File: config.mk
export PLATFORM = sky130hd
export DESIGN_NAME = amo_core
export DESIGN_NICKNAME = d
export VERILOG_FILES = /design/src/core/amo_core.v
export VERILOG_INCLUDE_DIRS = /design/src /design/src/core
export SDC_FILE = /design/constraint.sdc
export NUM_CORES = 1
export LEC_CHECK = 0
export BUFFER_PORTS_ARGS = -buffer_cell sky130_fd_sc_hd__buf_2
export CAP_MARGIN = 10
export CORE_ASPECT_RATIO = 0.9
export CORE_MARGIN = 2
export CORE_UTILIZATION = 40
export CTS_CLUSTER_DIAMETER = 120
export DETAILED_ROUTE_END_ITERATION = 16
export GPL_TIMING_DRIVEN = 0
export PLACE_DENSITY = 0.7
export SETUP_SLACK_MARGIN = 0.05
export SLEW_MARGIN = 20
export SYNTH_ARGS = -nofsm -noshare
export SYNTH_HDL_FRONTEND = slang
export SYNTH_SLANG_ARGS = --single-unit
File: constraint.sdc
create_clock -name CLK -period 2.8 [get_ports CLK]
set_input_delay 0.56 -clock CLK [delete_from_list [all_inputs] [get_ports CLK]]
set_output_delay 0.56 -clock CLK [all_outputs]
set_load 0.005 [all_outputs]
File: src/core/amo_regs.vh
`ifndef AMO_REGS_VH
`define AMO_REGS_VH
// Opcode matching, 14-bit instruction words
`define AMO_OP_WIDTH 14
`define AMO_DATA_WIDTH 8
`define AMO_ADDR_WIDTH 7
`define AMO_DIR_BIT 7
// Store accumulator: 00 0000 1fff ffff
`define AMO_STORE_MASK 14'h3F80
`define AMO_STORE_MATCH 14'h0080
// No-operation: 00 0000 0xx0 0000
`define AMO_NOP_MASK 14'h3F9F
`define AMO_NOP_MATCH 14'h0000
// OR accumulator with file: 00 0100 dfff ffff
`define AMO_IORF_MASK 14'h3F00
`define AMO_IORF_MATCH 14'h0400
// Increment file: 00 1010 dfff ffff
`define AMO_INC_MASK 14'h3F00
`define AMO_INC_MATCH 14'h0A00
// Load literal: 11 00xx kkkk kkkk
`define AMO_LDL_MASK 14'h3C00
`define AMO_LDL_MATCH 14'h3000
// OR literal: 11 1000 kkkk kkkk
`define AMO_IORL_MASK 14'h3F00
`define AMO_IORL_MATCH 14'h3800
`define AMO_ACCUM_RST 8'h00
`define AMO_ZERO_RST 1'h0
`endif

File: src/core/amo_core.v
`timescale 1ns/10ps
`include "amo_regs.vh"
module amo_core #(
  parameter DW = `AMO_DATA_WIDTH,
  parameter AW = `AMO_ADDR_WIDTH
) (
  input wire CLK, // Core clock
  input wire RST_N, // Async reset
  input wire [13:0] INSTR, // Fetched opcode
  input wire INSTR_VALID, // Opcode present this cycle
  input wire [DW-1:0] FILE_RDATA, // Data of addressed file register
  output wire [AW-1:0] FILE_ADDR, // File register address
  output reg [DW-1:0] FILE_WDATA, // Write data
  output reg FILE_WE, // File write strobe
  output wire [DW-1:0] ACCUM, // Accumulator
  output wire ZERO_FLAG, // Zero status
  output wire PC_ADVANCE, // Instruction retired
  output wire ILLEGAL_OP // Opcode outside the subset
);
  // Decoded operation classes, binary coded
  localparam [2:0] idle_op = 3'h0;
  localparam [2:0] store_accum_to_file_op = 3'h1;
  localparam [2:0] nop_op = 3'h2;
  localparam [2:0] increment_file_op = 3'h3;
  localparam [2:0] or_accum_with_file_op = 3'h4;
  localparam [2:0] load_literal_to_accum_op = 3'h5;
  localparam [2:0] or_literal_into_accum_op = 3'h6;
  localparam [2:0] unknown_op = 3'h7;

  reg [DW-1:0] accum_ff;
  reg [DW-1:0] nxt_accum;
  reg zero_ff;
  reg nxt_zero;
  reg [2:0] op_class;

  wire [DW-1:0] lit;
  wire dir;
  wire [DW-1:0] inc_sum;
  wire [DW-1:0] or_file;
  wire [DW-1:0] or_lit;

  // One decode strobe per opcode pattern
  wire is_store;
  wire is_nop;
  wire is_inc;
  wire is_or_file;
  wire is_load;
  wire is_or_lit;

  function hit;
    input [13:0] op;
    input [13:0] mask;
    input [13:0] match;
    begin
      hit = ((op & mask) == match);
    end
  endfunction

  function all_zero;
    input [DW-1:0] value;
    begin
      all_zero = (value == {DW{1'h0}});
    end
  endfunction

  assign lit = INSTR[DW-1:0];
  assign dir = INSTR[`AMO_DIR_BIT];
  // Wraps from all ones to zero, which then sets the zero flag
  assign inc_sum = FILE_RDATA + {{(DW-1){1'h0}}, 1'h1};
  assign or_file = accum_ff | FILE_RDATA;
  assign or_lit = accum_ff | lit;
  assign FILE_ADDR = INSTR[AW-1:0];

  // Opcode patterns do not overlap, so match order is free
  assign is_store = hit(INSTR, `AMO_STORE_MASK, `AMO_STORE_MATCH);
  assign is_nop = hit(INSTR, `AMO_NOP_MASK, `AMO_NOP_MATCH);
  assign is_inc = hit(INSTR, `AMO_INC_MASK, `AMO_INC_MATCH);
  assign is_or_file = hit(INSTR, `AMO_IORF_MASK, `AMO_IORF_MATCH);
  // Mask leaves out the two don't-care bits
  assign is_load = hit(INSTR, `AMO_LDL_MASK, `AMO_LDL_MATCH);
  assign is_or_lit = hit(INSTR, `AMO_IORL_MASK, `AMO_IORL_MATCH);

  always @* begin
    op_class = idle_op;
    if (!INSTR_VALID) begin
      op_class = idle_op;
    end else if (is_store) begin
      op_class = store_accum_to_file_op;
    end else if (is_nop) begin
      op_class = nop_op;
    end else if (is_inc) begin
      op_class = increment_file_op;
    end else if (is_or_file) begin
      op_class = or_accum_with_file_op;
    end else if (is_load) begin
      op_class = load_literal_to_accum_op;
    end else if (is_or_lit) begin
      op_class = or_literal_into_accum_op;
    end else begin
      op_class = unknown_op;
    end
  end

  // File write lands at the edge that retires the opcode
  always @* begin
    FILE_WE = 1'h0;
    FILE_WDATA = {DW{1'h0}};
    case (op_class)
      store_accum_to_file_op: begin
        FILE_WE = 1'h1;
        FILE_WDATA = accum_ff;
      end
      increment_file_op: begin
        FILE_WE = dir;
        FILE_WDATA = dir ? inc_sum : {DW{1'h0}};
      end
      or_accum_with_file_op: begin
        FILE_WE = dir;
        FILE_WDATA = dir ? or_file : {DW{1'h0}};
      end
      nop_op: begin
        FILE_WE = 1'h0;
        FILE_WDATA = {DW{1'h0}};
      end
      default: begin
        FILE_WE = 1'h0;
        FILE_WDATA = {DW{1'h0}};
      end
    endcase
  end

  // Accumulator next value
  always @* begin
    nxt_accum = accum_ff;
    case (op_class)
      increment_file_op: begin
        if (!dir) begin
          nxt_accum = inc_sum;
        end
      end
      or_accum_with_file_op: begin
        if (!dir) begin
          nxt_accum = or_file;
        end
      end
      load_literal_to_accum_op: begin
        nxt_accum = lit;
      end
      or_literal_into_accum_op: begin
        nxt_accum = or_lit;
      end
      store_accum_to_file_op: begin
        nxt_accum = accum_ff;
      end
      nop_op: begin
        nxt_accum = accum_ff;
      end
      default: begin
        nxt_accum = accum_ff;
      end
    endcase
  end

  // Store, load and no-op hold the zero flag
  always @* begin
    nxt_zero = zero_ff;
    case (op_class)
      increment_file_op: begin
        nxt_zero = all_zero(inc_sum);
      end
      or_accum_with_file_op: begin
        nxt_zero = all_zero(or_file);
      end
      or_literal_into_accum_op: begin
        nxt_zero = all_zero(or_lit);
      end
      store_accum_to_file_op: begin
        nxt_zero = zero_ff;
      end
      load_literal_to_accum_op: begin
        nxt_zero = zero_ff;
      end
      nop_op: begin
        nxt_zero = zero_ff;
      end
      default: begin
        nxt_zero = zero_ff;
      end
    endcase
  end

  // Plain asynchronous clear; RST_N release is not synchronised here, so its source owns the release timing
  always @(posedge CLK or negedge RST_N) begin
    if (!RST_N) begin
      accum_ff <= `AMO_ACCUM_RST;
    end else begin
      accum_ff <= nxt_accum;
    end
  end

  always @(posedge CLK or negedge RST_N) begin
    if (!RST_N) begin
      zero_ff <= `AMO_ZERO_RST;
    end else begin
      zero_ff <= nxt_zero;
    end
  end

  assign ACCUM = accum_ff;
  assign ZERO_FLAG = zero_ff;
  // Every opcode of the subset retires in one cycle
  assign PC_ADVANCE = (op_class != idle_op) & (op_class != unknown_op);
  // Unknown opcodes are dropped; no register or flag moves
  assign ILLEGAL_OP = (op_class == unknown_op);
endmodule // amo_core

## Word-level counts from Yosys, hierarchy flattened

Index checks and enable logic that the tools add are counted.

- Register bits after elaboration: 9
- Bits of input ports: 25
- Output and inout port bits: 27
- Word-level logic and storage cells: 44

- $add $sub $neg: 1
- Eq/ne operators: 14
- Muxes and demuxes: 15
- Bitwise operators: 3
- Reduce and logical (&&, ||, !) cells: 9

Operator list:

| cell | number |
|---|---|
| two-way mux 8 bit | 4 |
| one-hot mux 8 bit (4 select lines) | 1 |
| logical NOT 8 bit | 3 |
| one-hot mux 8 bit (3 select lines) | 1 |
| bitwise OR 8 bit | 2 |
| logical NOT 14 bit | 1 |
| == test 3 bit, second input constant | 4 |
| two-way mux 3 bit | 4 |
| adder 8 x 1 -> 8 bit, second input constant | 1 |
| == test 7 x 1 -> 1 bit, second input constant | 1 |
| == test 6 x 3 -> 1 bit, second input constant | 1 |
| == test 6 x 4 -> 1 bit, second input constant | 1 |
| == test 6 bit, second input constant | 1 |
| nonzero test 3 bit | 2 |
| == test 4 bit, second input constant | 1 |
| two-way mux 2 bit | 2 |
| inequality test 2 bit, second input constant | 2 |
| nonzero test 4 bit | 1 |
| == test 3 x 1 -> 1 bit, second input constant | 1 |
| == test 3 x 2 -> 1 bit, second input constant | 1 |
| inequality test 3 bit, second input constant | 1 |
| one-hot mux 1 bit (3 select lines) | 1 |
| AND reduction 3 bit | 1 |
| one-hot mux 1 bit (2 select lines) | 1 |
| other kinds (3) | 3 |

## Logic depth before layout (Yosys ltp)

- Word-level depth: 11
- Mapped depth: 7
- Depth with buffers taken out: 6

## Least setup slack after synthesis

No wires, ideal clock.

- Path kind: input to output
- Start: input port INSTR[8]
- End: output port FILE_WDATA[2]
- Arrival time: 1.980 ns
- Required time: 2.240 ns
- Slack: 0.260 ns
- Stages on the path: 4
- Path buffers: 0
- Cell sequence: or4_4 > o41a_4 > o31ai_4 > a221o_1

- Cells in the longest elaborated chain, start to end: 10
- Elaborated cells on any way between the ends: 16
- Those cells by class: 7 x eq/ne; 8 x mux; 1 x reduce/logical

Ends and longest elaborated chain:

| what | line | RTL |
|---|---|---|
| start: declaration | amo_core.v:9 | `input wire [13:0] INSTR,` |
| == test 6 bit | amo_core.v:55 | `hit = ((op & mask) == match);` |
| two-way mux 1 bit | amo_core.v:97 | `end else if (is_or_lit) begin` |
| two-way mux 2 bit | amo_core.v:95 | `end else if (is_load) begin` |
| two-way mux 2 bit | amo_core.v:93 | `end else if (is_or_file) begin` |
| two-way mux 3 bit | amo_core.v:91 | `end else if (is_inc) begin` |
| two-way mux 3 bit | amo_core.v:89 | `end else if (is_nop) begin` |
| two-way mux 3 bit * | amo_core.v:87 | `end else if (is_store) begin` |
| two-way mux 3 bit * | amo_core.v:85 | `if (!INSTR_VALID) begin` |
| == test 3 bit, or another cell as far along | amo_core.v:108 | `case (op_class)` |
| one-hot mux 8 bit (3 select lines) * | amo_core.v:108 |  |
| end: declaration | amo_core.v:13 | `output reg [DW-1:0] FILE_WDATA,` |

Every way passes the cells marked *; elsewhere a longest branch is shown, timed or not.

## Final worst setup path

- Start: input port INSTR[9]
- End: output port FILE_WDATA[7]

Same word-level chain as after synthesis.

==> impl_metrics.env <==
export IMPL_status="complete, no violations"
export IMPL_power_mw=0.625
export IMPL_drv_cap=0
export IMPL_routed_wl_um=4650
export IMPL_hold_class="in2async"
export IMPL_setup_viol=0
export IMPL_syn_avg_cell_area_sq_um=7.56
export IMPL_hold_worst_slack_ns=0.166
export IMPL_cts_made_buffers=3
export IMPL_drc=0
export IMPL_area_growth_pct=31.9
export IMPL_clkSinkCount=9
export IMPL_wl_per_cell_um=16.8
export IMPL_syn_nets=203
export IMPL_finalCritPeriodShare_pct=98.5
export IMPL_grt_pass1_wl_um=7040
export IMPL_internal_power_mw=0.384
export IMPL_crit_path_end_kind="output port"
export IMPL_grt_overflow=0
export IMPL_layout_drive_gt1_share_pct=35.3
export IMPL_ys_seq_area_share_pct=16.8
export IMPL_path_clk_slew_ns=0.05
export IMPL_swShare_pct=38.5
export IMPL_switching_power_mw=0.241
export IMPL_die_h_um=58.9
export IMPL_top_usage_layer="met1"
export IMPL_cp_start_kind="input pin"
export IMPL_hold_buffers=0
export IMPL_clock_root_buffer="clkbuf_8"
export IMPL_path_max_fanout=5
export IMPL_skew_ns=0.00399
export IMPL_via_count=1727
export IMPL_p_seq_share_pct=35.5
export IMPL_rsz0062_at_grt="yes"
export IMPL_multi_input_area_sq_um=1030
export IMPL_slew_viol_final=0
export IMPL_path_class="in2out"
export IMPL_synth_top_area_share_pct=16.8
export IMPL_final_hold_viol_count=0
export IMPL_synth_area_leaders="dfrtp_1 (17%), nand2_1 (4.8%), a22o_1 (4.6%)"
export IMPL_antenna_found_initial=0
export IMPL_core_sq_um=3110
export IMPL_layout_setup_ws_ns=0.0414
export IMPL_met3_usage_pct=3.63
export IMPL_fillerInstances=305
export IMPL_synth_distinct_cells=60
export IMPL_yosys_top_cells_count="nand2_1 (17), a21oi_1 (12), nor2_1 (12), nor3_1 (11)"
export IMPL_critPathTopFamily="compound AO/OA/AOI/OAI gates"
export IMPL_ys_flop_type="dfrtp_1"
export IMPL_synth_edf_count=0
export IMPL_clock_path_buffers=2
export IMPL_placed_area_sq_um=1640
export IMPL_dp_cells=268
export IMPL_cp_slowest_cell="or4_4"
export IMPL_grt_max_degree=11
export IMPL_grt_pass1_vias=1428
export IMPL_fmax_mhz=363
export IMPL_finalInstanceArea_sq_um=1770
export IMPL_yosysWarnings=0
export IMPL_viasPerCell=6.23
export IMPL_syn_area_sq_um=1340
export IMPL_combPwrFrac_pct=40.1
export IMPL_ir_drop_v=0.000359
export IMPL_static_leakage_power_nw=0.754
export IMPL_tightest_slew_ns=0.497
export IMPL_required_ns=2.24
export IMPL_hpwl_um=3450
export IMPL_relSlewSlack_pct=66.8
export IMPL_critPathMaxStageDelay_ns=0.57
export IMPL_synth_largest_area_cell="dfrtp_1"
export IMPL_crit_chain="buf_8 -> or4_4 -> o41a_4 -> o31a_1 -> o22ai_1 -> buf_2"
export IMPL_tritoncts="yes"
export IMPL_p_per_area_nw_per_um2=354
export IMPL_clkPwrFrac_pct=24.4
export IMPL_ys_ff_latch=9
export IMPL_place_ws_ns=-0.126
export IMPL_die_area_sq_um=3830
export IMPL_cp_num_buf_inv=2
export IMPL_period_needed_ns=2.76
export IMPL_arrival_ns=2.20
export IMPL_insertion_delay_ns=0.24
export IMPL_async_reset_ff_share_pct=100
export IMPL_yosysMostFrequentCell="nand2_1"
export IMPL_use_met1_pct=37.1
export IMPL_num_antenna_cells=0
export IMPL_port_buffers=49
export IMPL_num_rows=19
export IMPL_die_w_um=65.0
export IMPL_final_cells=277
export IMPL_first_pass_iters=6
export IMPL_h_tree_depth=1
export IMPL_globalplace_congestion=0.930
export IMPL_drtAntennaViolNets=0
export IMPL_regArea_sq_um=225
export IMPL_start_util_pct=43.0
export IMPL_grtUsageTotal_pct=24.2
export IMPL_syn_inst=177
export IMPL_drtIter0Drc=161
export IMPL_fin_nets=262
export IMPL_met2_usage_pct=35.1
export IMPL_io_pins=52
cells in the final DEF (no fill, tap or decap), types with 2 or more instances in the layout:
cell type | Yosys | layout
o211ai_1 | 4 | 4
nand4_1 | 3 | 3
o21ai_2 | 1 | 2
and2_1 | 2 | 2
a32oi_1 | 2 | 2
clkbuf_8 | 0 | 3
a22o_1 | 7 | 7
dfrtp_1 | 9 | 9
buf_2 | 1 | 47
nor3b_1 | 2 | 2
a21oi_2 | 2 | 2
o21ai_0 | 4 | 4
a21oi_1 | 12 | 12
nand3_1 | 9 | 9
o21a_1 | 2 | 2
o21ai_1 | 6 | 5
a32o_1 | 2 | 2
a211o_1 | 2 | 2
nor4_1 | 4 | 4
nand2_1 | 17 | 16
and3_1 | 4 | 4
buf_4 | 7 | 13
inv_1 | 3 | 3
a31oi_1 | 2 | 2
nor3_1 | 11 | 11
xnor2_1 | 4 | 4
clkbuf_1 | 7 | 6
buf_6 | 1 | 2
nor2_1 | 12 | 12
xor2_1 | 3 | 3
worst paths after layout:
path | start | to | slack, ns | cells after the start
max in group asynchronous | RST_N | ACCUM[5] | 2.45 | 1
hold reg to reg | ACCUM[2] | ACCUM[2] | 0.60 | 2
setup / recovery | INSTR[9] | FILE_WDATA[7] | 0.04 | 6
setup reg to reg | ACCUM[4] | ZERO_FLAG | 1.03 | 5
hold / removal | RST_N | ACCUM[3] | 0.17 | 1
min in group CLK | ACCUM[2] | ACCUM[2] | 0.60 | 2
per-layer routing:
| metal | up-vias | part of all wire, % |
|---|---|---|
| met5 | - | 0 |
| met4 | 0 | 0.69 |
| met3 | 6 | 12 |
| met2 | 131 | 43 |
| met1 | 792 | 45 |
| li1 | 798 | - |
timing repair:
action	CTS	global route
resized for setup	6	7
endpoints found under the setup margin	8	8
setup buffers	2	3
pin swaps	4	3
layout make-up:
| type | instances | share of cell area [%] |
|---|---|---|
| Clock inverter | 1 | 0.283 |
| Multi-Input combinational cell | 149 | 58.5 |
| Tap cell | 42 | 2.98 |
| Sequential cell | 9 | 12.8 |
| Clock buffer | 3 | 2.34 |
| Buffer | 16 | 5.46 |
| Timing Repair Buffer | 54 | 17.1 |
| Inverter | 3 | 0.638 |
cell families (layout without fill, tap and decap cells):
logic type                 count (synthesis)  after routing  share of synthesized area [%]
and+or+nand+nor                           78             78                           32.9
AOI/OAI and AO/OA                         63             63                           36.8
buffers and inverters                     19             77                           7.94
DFF                                        9              9                           16.8
xor gates and xnor gates                   7              7                           4.58
adders and majority gates                  1              1                          0.934
sequential cells by signal (all words and copies together), names as in the netlist:
name,flops
ACCUM,8
ZERO_FLAG,1
power groups by stage:
stage | clock (mW) | combinational, mW | sequential [mW]
detailed placement | 0 | 0.236 | 0.221
finish | 0.152 | 0.251 | 0.222
global placement | 0 | 0.237 | 0.220
CTS | 0.157 | 0.243 | 0.219
global route | 0.164 | 0.274 | 0.223
floorplan | 0 | 0.133 | 0.205
worst register-to-register path: stages (launching register included):
cell	delay (ns)
dfrtp_1	0.47
nor4_1	0.37
nand4_1	0.18
o41ai_1	0.26
nand2_1	0.09
a221oi_1	0.29
through the flow:
| stage | TNS (ns) | utilization (%) |
|---|---|---|
| finish | 0 | 56.7 |
| detailed placement | -0.829 | 52.6 |
| CTS | 0 | 55.4 |
| floorplan | 0 | - |
| global placement | -0.790 | 52.6 |
| global route | -0.0203 | 56.7 |
Note: power is estimated with default switching activity, not from simulation.
